$ cat config.mk
export PLATFORM = sky130hd
export DESIGN_NAME = delta_angle_velocity_outputs
export DESIGN_NICKNAME = d
export VERILOG_FILES = /design/src/hw/delta_angle_velocity_pkg.sv /design/src/hw/delta_angle_velocity_outputs.sv
export VERILOG_INCLUDE_DIRS = /design/src /design/src/hw
export SDC_FILE = /design/constraint.sdc
export NUM_CORES = 2
export LEC_CHECK = 0
export ABC_AREA = 1
export BUFFER_PORTS_ARGS = -buffer_cell sky130_fd_sc_hd__buf_4
export CELL_PAD_IN_SITES_DETAIL_PLACEMENT = 0
export CELL_PAD_IN_SITES_GLOBAL_PLACEMENT = 2
export CORE_ASPECT_RATIO = 0.7
export CORE_MARGIN = 2
export CORE_UTILIZATION = 40
export CTS_BUF_LIST = sky130_fd_sc_hd__clkbuf_8
export DETAILED_ROUTE_END_ITERATION = 8
export HOLD_SLACK_MARGIN = 0.05
export PLACE_DENSITY_LB_ADDON = 0.1
export SYNTH_ARGS = -nofsm -noshare
export SYNTH_HDL_FRONTEND = slang
export SYNTH_SLANG_ARGS = --single-unit
$ cat constraint.sdc
create_clock -name clk -period 46.8 [get_ports clk]
set_input_delay 9.36 -clock clk [delete_from_list [all_inputs] [get_ports clk]]
set_output_delay 9.36 -clock clk [all_outputs]
set_load 0.05 [all_outputs]
$ cat src/hw/delta_angle_velocity_defines.svh
// Register offsets, timing figures and scaling constants of the delta angle and velocity outputs
`ifndef DELTA_ANGLE_VELOCITY_DEFINES_SVH
`define DELTA_ANGLE_VELOCITY_DEFINES_SVH

`define X_ANGLE_CHANGE_LOW     7'h24
`define X_ANGLE_CHANGE_HIGH    7'h26
`define Y_ANGLE_CHANGE_LOW     7'h28
`define Y_ANGLE_CHANGE_HIGH    7'h2a
`define Z_ANGLE_CHANGE_LOW     7'h2c
`define Z_ANGLE_CHANGE_HIGH    7'h2e
`define X_VELOCITY_CHANGE_LOW  7'h30
`define X_VELOCITY_CHANGE_HIGH 7'h32
`define Y_VELOCITY_CHANGE_LOW  7'h34
`define Y_VELOCITY_CHANGE_HIGH 7'h36
`define Z_VELOCITY_CHANGE_LOW  7'h38
`define Z_VELOCITY_CHANGE_HIGH 7'h3a

`define CLK_RATE_HZ            100000000
`define SAMPLE_RATE_SPS        2000
`define SAMPLE_PERIOD_CYC      (`CLK_RATE_HZ / `SAMPLE_RATE_SPS)

`define ANGLE_GAIN_360         3'h6
`define ANGLE_GAIN_720         3'h3
`define ANGLE_GAIN_2160        3'h1
`define VELOCITY_GAIN          3'h1
`define HALF_SHIFT             1

`define OUT_MAX                32'h7fffffff
`define OUT_MIN                32'h80000000
`define WORD_RESET             16'h0000
`define OUT_RESET              32'h00000000
`define DEC_RESET              16'h0000

`define NUM_CHAN               6
`define NUM_ANGLE_CHAN         3

`endif

$ cat src/hw/delta_angle_velocity_pkg.sv
// Types shared by the delta angle and velocity output stage
package delta_angle_velocity_pkg;

	typedef logic [15:0] word_t;
	typedef logic [6:0]  reg_addr_t;
	typedef logic [31:0] out_t;

	typedef enum {
		RANGE_360,
		RANGE_720,
		RANGE_2160
	} angle_range_e;

endpackage : delta_angle_velocity_pkg
$ cat src/hw/delta_angle_velocity_outputs.sv
// Delta angle and delta velocity integration with read-only paired output words
`timescale 1ns/1ns
`include "delta_angle_velocity_defines.svh"

module delta_angle_velocity_outputs #(
	parameter int                                    SAMPLE_W          = 32,
	parameter int                                    ACC_W             = 56,
	parameter int                                    SAMPLE_PERIOD_CYC = `SAMPLE_PERIOD_CYC,
	parameter delta_angle_velocity_pkg::angle_range_e RANGE            = delta_angle_velocity_pkg::RANGE_360
) (
	// Clock and reset
	input  wire logic                            clk,
	input  wire logic                            sys_rst,
	// Calibrated sensor samples, same clock domain
	input  wire logic signed [SAMPLE_W-1:0]      gyroX,
	input  wire logic signed [SAMPLE_W-1:0]      gyroY,
	input  wire logic signed [SAMPLE_W-1:0]      gyroZ,
	input  wire logic signed [SAMPLE_W-1:0]      accelX,
	input  wire logic signed [SAMPLE_W-1:0]      accelY,
	input  wire logic signed [SAMPLE_W-1:0]      accelZ,
	// Decimation from the control block
	input  wire delta_angle_velocity_pkg::word_t decimation_setting,
	// Register read port
	input  wire logic                            regRead,
	input  wire delta_angle_velocity_pkg::reg_addr_t regAddr,
	output logic                                 regRdValid_r,
	output delta_angle_velocity_pkg::word_t      regRdData_r,
	// Timing outputs
	output logic                                 sampleTick_r,
	output logic                                 sample_ready_output_r
);
	import delta_angle_velocity_pkg::*;

	localparam int TICK_W = $clog2(SAMPLE_PERIOD_CYC);

	function automatic logic [2:0] angleGain(input angle_range_e r);
		case (r)
			RANGE_360:  angleGain = `ANGLE_GAIN_360;
			RANGE_720:  angleGain = `ANGLE_GAIN_720;
			RANGE_2160: angleGain = `ANGLE_GAIN_2160;
			default:    angleGain = `ANGLE_GAIN_360;
		endcase
	endfunction : angleGain

	// Halving stands in for the 2 of 1/(2fs); 1/fs is carried by the sample scaling
	function automatic out_t scaleSat(input logic signed [ACC_W-1:0] a, input logic [2:0] g);
		logic signed [ACC_W+3:0] p;
		p = (a * $signed({1'b0, g})) >>> `HALF_SHIFT;
		if (!p[ACC_W+3] && (|p[ACC_W+3:31]))
			scaleSat = `OUT_MAX;
		else if (p[ACC_W+3] && !(&p[ACC_W+3:31]))
			scaleSat = `OUT_MIN;
		else
			scaleSat = p[31:0];
	endfunction : scaleSat

	function automatic logic [2:0] chanGain(input int i);
		chanGain = (i < `NUM_ANGLE_CHAN) ? angleGain(RANGE) : `VELOCITY_GAIN;
	endfunction : chanGain

	logic        [TICK_W-1:0]   tickCnt_r;
	logic        [15:0]         sampleCnt_r;
	logic                       lastSample;
	logic signed [SAMPLE_W-1:0] sampleIn   [`NUM_CHAN];
	logic signed [SAMPLE_W-1:0] prevSample_r [`NUM_CHAN];
	logic signed [ACC_W-1:0]    acc_r      [`NUM_CHAN];
	logic signed [ACC_W-1:0]    accNxt     [`NUM_CHAN];
	out_t                       outWord_r  [`NUM_CHAN];
	out_t                       outWordNxt [`NUM_CHAN];
	word_t                      rdData_nxt;

	assign sampleIn[0] = gyroX;
	assign sampleIn[1] = gyroY;
	assign sampleIn[2] = gyroZ;
	assign sampleIn[3] = accelX;
	assign sampleIn[4] = accelY;
	assign sampleIn[5] = accelZ;

	// Internal sample clock derived from clk
	always_ff @(posedge clk or posedge sys_rst)
	begin
		if (sys_rst)
		begin
			tickCnt_r    <= '0;
			sampleTick_r <= 1'b0;
		end
		else if (tickCnt_r == TICK_W'(SAMPLE_PERIOD_CYC - 1))
		begin
			tickCnt_r    <= '0;
			sampleTick_r <= 1'b1;
		end
		else
		begin
			tickCnt_r    <= tickCnt_r + 1'b1;
			sampleTick_r <= 1'b0;
		end
	end

	// Lowering the decimation mid-period ends the period at once rather than wrapping 16 bits
	assign lastSample = (sampleCnt_r >= decimation_setting);

	always_ff @(posedge clk or posedge sys_rst)
	begin
		if (sys_rst)
			sampleCnt_r <= `DEC_RESET;
		else if (sampleTick_r)
			sampleCnt_r <= lastSample ? `DEC_RESET : sampleCnt_r + 1'b1;
	end

	always_comb
	begin
		for (int i = 0; i < `NUM_CHAN; i++)
		begin
			accNxt[i]     = acc_r[i] + ACC_W'(sampleIn[i]) + ACC_W'(prevSample_r[i]);
			outWordNxt[i] = scaleSat(accNxt[i], chanGain(i));
		end
	end

	// Trapezoid sums over one output period
	always_ff @(posedge clk or posedge sys_rst)
	begin
		if (sys_rst)
		begin
			for (int i = 0; i < `NUM_CHAN; i++)
			begin
				prevSample_r[i] <= '0;
				acc_r[i]        <= '0;
			end
		end
		else if (sampleTick_r)
		begin
			for (int i = 0; i < `NUM_CHAN; i++)
			begin
				prevSample_r[i] <= sampleIn[i];
				acc_r[i]        <= lastSample ? '0 : accNxt[i];
			end
		end
	end

	// All twelve words load in one edge; a low/high pair read across that edge still mixes two periods
	always_ff @(posedge clk or posedge sys_rst)
	begin
		if (sys_rst)
		begin
			for (int i = 0; i < `NUM_CHAN; i++)
				outWord_r[i] <= `OUT_RESET;
			sample_ready_output_r <= 1'b0;
		end
		else
		begin
			sample_ready_output_r <= sampleTick_r && lastSample;
			if (sampleTick_r && lastSample)
				for (int i = 0; i < `NUM_CHAN; i++)
					outWord_r[i] <= outWordNxt[i];
		end
	end

	always_comb
	begin
		case ({regAddr[6:1], 1'b0})
			`X_ANGLE_CHANGE_LOW:     rdData_nxt = outWord_r[0][15:0];
			`X_ANGLE_CHANGE_HIGH:    rdData_nxt = outWord_r[0][31:16];
			`Y_ANGLE_CHANGE_LOW:     rdData_nxt = outWord_r[1][15:0];
			`Y_ANGLE_CHANGE_HIGH:    rdData_nxt = outWord_r[1][31:16];
			`Z_ANGLE_CHANGE_LOW:     rdData_nxt = outWord_r[2][15:0];
			`Z_ANGLE_CHANGE_HIGH:    rdData_nxt = outWord_r[2][31:16];
			`X_VELOCITY_CHANGE_LOW:  rdData_nxt = outWord_r[3][15:0];
			`X_VELOCITY_CHANGE_HIGH: rdData_nxt = outWord_r[3][31:16];
			`Y_VELOCITY_CHANGE_LOW:  rdData_nxt = outWord_r[4][15:0];
			`Y_VELOCITY_CHANGE_HIGH: rdData_nxt = outWord_r[4][31:16];
			`Z_VELOCITY_CHANGE_LOW:  rdData_nxt = outWord_r[5][15:0];
			`Z_VELOCITY_CHANGE_HIGH: rdData_nxt = outWord_r[5][31:16];
			default:                 rdData_nxt = `WORD_RESET;
		endcase
	end

	// Read-only: there is no write path at all
	always_ff @(posedge clk or posedge sys_rst)
	begin
		if (sys_rst)
		begin
			regRdValid_r <= 1'b0;
			regRdData_r  <= `WORD_RESET;
		end
		else
		begin
			regRdValid_r <= regRead;
			if (regRead)
				regRdData_r <= rdData_nxt;
		end
	end

	// Helper view of the checked channel sums
	out_t expAngY;
	out_t expVelX;
	assign expAngY = scaleSat(accNxt[1], angleGain(RANGE));
	assign expVelX = scaleSat(accNxt[3], `VELOCITY_GAIN);
endmodule : delta_angle_velocity_outputs

-- Word level (Yosys, flattened, before mapping)
Cells that the tools add are included.
- output and inout bits: 19
- bits in registers: 771
- logic and storage cells: 114
- add/subtract/negate cells: 14
- multiply operators: 3
- reduce and logical (&&, ||, !) cells: 37
- muxes and demuxes: 22
- $lt $le $gt $ge: 1
- equality and inequality tests: 13
- operators with widths (kind ; count):
    $add 56x32->56 ; 12
    $mux 32 ; 12
    $mux 56 ; 6
    $pmux 16 s12 ; 1
    $mul 56x3->59 const B ; 3
    $reduce_and 28->1 ; 3
    $reduce_or 28->1 ; 3
    $eq 6x5->1 const B ; 12
    $reduce_and 24->1 ; 3
    $reduce_or 24->1 ; 3
    $add 16x1->16 const B ; 2
    $mux 16 ; 2
    $eq 16x16->1 const B ; 1
    $ge 16x16->1 ; 1
    $logic_and 1x1->1 ; 13
    $logic_not 1->1 ; 12
    $mux 1 ; 1

-- Depth between registers and ports, before layout
- word-level depth: 8
- gate-level depth with buffers: 45
- depth with buffers taken out: 44

-- Least setup slack after synthesis
Ideal clock, no wire load.
- path kind: input port to flip-flop
- start point: input gyroY[1]
- end point: register outWord_r[130] (netlist bit)
- arrival: 14.331 ns
- required time: 46.680 ns
- slack: 32.349 ns
- stages on the path: 37
- path through: inv_1 -> fa_1 -> inv_1 -> ha_1 -> fa_1 -> nand3_1 -> nand2_1 -> nand2_1 -> nand2_1 -> nand2_1 -> nand3_2 -> a21oi_1 -> o21ai_1 -> a21oi_1 -> o21bai_1 -> xor2_1 -> inv_1 -> ha_1 -> ha_1 -> nand2_1 -> nor2_1 -> inv_1 -> nor2_2 -> nand2_1 -> nor2_1 -> nand2_1 -> nand3_2 -> nand2_1 -> nand2_1 -> nand2_1 -> nor2_1 -> nand3_1 -> nor2_2 -> nand2_2 -> a21oi_4 -> buf_12 -> a21oi_2
- cells in the longest elaborated chain, start to end: 8
- RTL lines (element ; RTL line ; RTL):
    start: declaration ; delta_angle_velocity_outputs.sv:16 ; input wire logic signed [SAMPLE_W-1:0] gyroY,
    $add 56x32->56 * (2 in series) ; delta_angle_velocity_outputs.sv:114 ; accNxt[i] = acc_r[i] + ACC_W'(sampleIn[i]) + ACC_W'(prevSample_r[i]);
    $mul 56x3->59 * ; - ;
    $reduce_and 28->1 ; - ;
    $logic_not 1->1 ; - ;
    $logic_and 1x1->1 ; - ;
    $mux 32 ; delta_angle_velocity_outputs.sv:51 ; else if (p[ACC_W+3] && !(&p[ACC_W+3:31]))
    $mux 32 * ; delta_angle_velocity_outputs.sv:49 ; if (!p[ACC_W+3] && (|p[ACC_W+3:31]))
    end signal: indexed assignment ; delta_angle_velocity_outputs.sv:146 ; outWord_r[i] <= `OUT_RESET;
    end signal: indexed assignment ; delta_angle_velocity_outputs.sv:154 ; outWord_r[i] <= outWordNxt[i];
    end: declaration ; delta_angle_velocity_outputs.sv:68 ; out_t outWord_r [`NUM_CHAN];
Every way passes the cells marked *; elsewhere a longest branch is shown, timed or not.
A chain may end at the register's enable or synchronous reset.

-- Worst setup path after layout
- start point: input gyroZ[1]
- end point: register outWord_r[97] (netlist bit)
- cells in the longest elaborated chain, start to end: 8
- RTL lines (element ; RTL line ; RTL):
    start: declaration ; delta_angle_velocity_outputs.sv:17 ; input wire logic signed [SAMPLE_W-1:0] gyroZ,
    $add 56x32->56 * (2 in series) ; delta_angle_velocity_outputs.sv:114 ;
    $mul 56x3->59 * ; delta_angle_velocity_outputs.sv:48 ; p = (a * $signed({1'b0, g})) >>> `HALF_SHIFT;
    $reduce_and 28->1 ; delta_angle_velocity_outputs.sv:51 ;
    $logic_not 1->1 ; delta_angle_velocity_outputs.sv:51 ;
    $logic_and 1x1->1 ; delta_angle_velocity_outputs.sv:51 ;
    $mux 32 ; delta_angle_velocity_outputs.sv:51 ;
    $mux 32 * ; delta_angle_velocity_outputs.sv:49 ;
Marks and branches as above.

==> reports/qor.tcl <==
set qor(ys_warn_count) 0
set qor(setup.worst_path.start_class) {input port}
set qor(drive_gt1_share_pct) 6.64
set qor(post_synth_instance_area_mm2) 0.0808
set qor(finalCriticalPeriod_ns) 16.32
set qor(cts_resized) 0
set qor(tightest_slew_ns) 1.28
set qor(filler_cell_count) 21500
set qor(floorplan.io_pins) 237
set qor(final_period_utilization_pct) 34.9
set qor(critPathMaxFanout) 31
set qor(synth_seq_area_share_pct) 23.9
set qor(placement.setup.worst_slack_ns) 29.69
set qor(timing_hold_violations_final) 0
set qor(min_path_type) {reg -> reg}
set qor(drv.max_cap_violation_count) 0
set qor(detailedRoute.firstIterationViolations) 6306
set qor(final_core_utilization_pct) 44.0
set qor(critPathCaptureType) {register}
set qor(cts_root_buf) {clkbuf_8}
set qor(cellPowerDensity_mw_per_mm2) 44.9
set qor(gp_routability_congestion) 0.996
set qor(fin_worst_skew_ns) 0.101
set qor(synthMostInstantiatedCell) {nand2_1}
set qor(fmaxAchievable_mhz) 61.3
set qor(synth_seq_cells) 771
set qor(netlist_top_cells_area) {dfrtp_1 24%, nand2_1 20%, ha_1 10%}
set qor(htree_num_levels) 4
set qor(worst_hold_slack_ns) 0.460
set qor(final_nets) 13500
set qor(postRouteWirelength_mm) 305
set qor(ys_dominant_reg_cell) {dfrtp_1}
set qor(netlist.area_leader.share_pct) 23.9
set qor(synth-async-reset-ratio_pct) 100
set qor(synth_nets) 13300
set qor(rrSetupSlack_ns) 38.65
set qor(global_route_wire_length_before_repair_mm) 461
set qor(dr_total_vias) 78200
set qor(synth-edff-count) 0
set qor(finalSetupTns_ns) 0
set qor(grt_start_max_net_pins) 151
set qor(drt_drc_violations_left) 0
set qor(synthesis.instances) 12000
set qor(area_growth_syn_to_layout_pct) 9.62
set qor(drt_wl_cell_um) 20.3
set qor(die-area_mm2) 0.206
set qor(run_status) {finished clean}
set qor(setup_viol) 0
set qor(hpwl_mm) 253
set qor(critical_path.slowest_cell) {a21oi_4}
set qor(place.port_buffers) 235
set qor(cts_inserted_buffers) 154
set qor(worst_rel_slew_slack_pct) 14.3
set qor(floorplan.rows) 138
set qor(worstPathRequired_ns) 47.50
set qor(route.detailed.vias_per_inst) 5.21
set qor(drt-pass1-iter-count) 7
set qor(buffers_from_clock_root_to_sink_at_most) 4
set qor(ctsHoldBuffers) 0
set qor(core_mm2) 0.202
set qor(grt_antenna_before_repair) 6
set qor(cts.sink_count) 771
set qor(clk_pin_slew_worst_paths_ns) 0.06
set qor(crit_type) {in -> reg}
set qor(p_leak_nw) 46.0
set qor(avgSynthCellArea_um2) 6.72
set qor(netlist.top_cell.by_area) {dfrtp_1}
set qor(slowest_delay_ns) 0.94
set qor(rsz_0062_raised_after_global_routing) {no}
set qor(vias_in_the_first_global_route) 74000
set qor(timing.hold.worst_path_depth) 1
set qor(floorplan.die.height_um) 380
set qor(floorplan.initialDensity_pct) 40.1
set qor(ant_nets) 0
set qor(critPathMostFrequentCell) {nand2_1}
set qor(ff2ff_path_depth) 32
set qor(netlist-cell-type-count) 66
set qor(setup_slack_ns) 30.48
set qor(synth.top_cells.by_count) {4252 x nand2_1, 1704 x inv_1, 1107 x nor2_1}
set qor(peakVddDrop_uv) 21.9
set qor(die_w_um) 541
set qor(post-cts-setup-buffer-count) 0
set qor(grt_remaining_overflow) 0
set qor(clk_latency_ns) 0.96
set qor(worst_path_arrival_time_ns) 17.03
set qor(maxSlewViolCount) 0
set qor(global_route.usage.total_pct) 29.2
set qor(tritoncts_clock_tree) {built}
==> worst paths after layout <==
kind | start | to
worst max-delay path | gyroZ[1] | outWord_r[97]$_DFFE_PP0P_
worst min register to register | tickCnt_r[0]$_DFF_PP0_ | tickCnt_r[0]$_DFF_PP0_
worst min-delay path | tickCnt_r[0]$_DFF_PP0_ | tickCnt_r[0]$_DFF_PP0_
min in group asynchronous | sys_rst | sampleCnt_r[6]$_DFFE_PP0P_
max in group asynchronous | sys_rst | prevSample_r[26]$_DFFE_PP0P_
worst max register to register | prevSample_r[99]$_DFFE_PP0P_ | outWord_r[97]$_DFFE_PP0P_
==> cell families after synthesis <==
group           count (synthesis)  synth area share [%]
fa+ha+maj                    1015                  18.9
simple gates                 6368                  32.0
xor+xnor                      362                  3.92
buf+inv                      1934                  9.32
mux                            15                 0.207
compound gates               1554                  11.8
flops                         771                  23.9
==> stage by stage <==
stage | std cells | area, um^2 | total power, W
after floorplan | 12000 | 80800 | 0.00234
after global placement | 14800 | 85300 | 0.00315
after detailed placement | 14800 | 85300 | 0.00316
after CTS | 15000 | 88600 | 0.00396
after global routing | 15000 | 88600 | 0.00430
final | 15000 | 88600 | 0.00398
==> where the power goes <==
group / internal [W] / switching [W] / leakage [nW]
logic: 0.000738 / 0.00178 / 35.7
clock network: 0.000434 / 0.000343 / 1.81
registers: 0.000676 / 0.00000701 / 8.49
==> final cells by class <==
class	instances	area [um^2]	area share, %
Multi-Input combinational cell	9314	54000	61.0
Sequential cell	771	19300	21.8
Inverter	1732	6520	7.36
Tap cell	2660	3330	3.76
Clock buffer	195	2680	3.03
Timing Repair Buffer	282	2130	2.40
Clock inverter	67	597	0.674
Antenna cell	2	5.00	0.00565
==> critical path, delay by kind of cell <==
family | cells | cell delay, ns
compound gates | 5 | 2.03
xor+xnor | 1 | 0.35
fa+ha+maj | 5 | 2.02
buf+inv | 3 | 0.44
simple gates | 21 | 2.78
==> routing by layer <==
metal / up-vias / wire length (um) / GRT usage, %
met2: 2227 / 118000 / 39.8
met1: 37000 / 160000 / 47.4
li1: 38700 / - / -
met3: 264 / 21400 / 4.56
met4: 0 / 5640 / 5.57
met5: - / 0 / 0
==> cells in the final DEF (no fill, tap or decap), types with 13 or more instances in the layout <==
master / n
nand2_1: 4251
inv_1: 1730
nor2_1: 1103
dfrtp_1: 769
ha_1: 676
a21oi_1: 661
nand3_1: 553
o21ai_0: 370
fa_1: 339
buf_4: 281
xor2_1: 268
a22o_1: 213
clkbuf_8: 195
nand4_1: 133
xnor2_1: 94
a21oi_2: 91
o21bai_1: 71
nor3_1: 70
nor2_2: 58
nand2_2: 52
a221oi_1: 47
nand3b_1: 30
a31oi_1: 28
inv_2: 27
and2_1: 24
clkinv_2: 20
nor3_2: 19
nor4_1: 19
nand3_2: 18
a21o_1: 14
mux2_2: 14
and3_1: 13
==> state kept, by name, summed over array words and instances (netlist names) <==
name and flops:
tickCnt_r 16, outWord_r 192, regRdValid_r 1, sample_ready_output_r 1
acc_r 336, sampleCnt_r 16, sampleTick_r 1, regRdData_r 16
prevSample_r 192
Note: power is estimated with default switching activity, not from simulation.
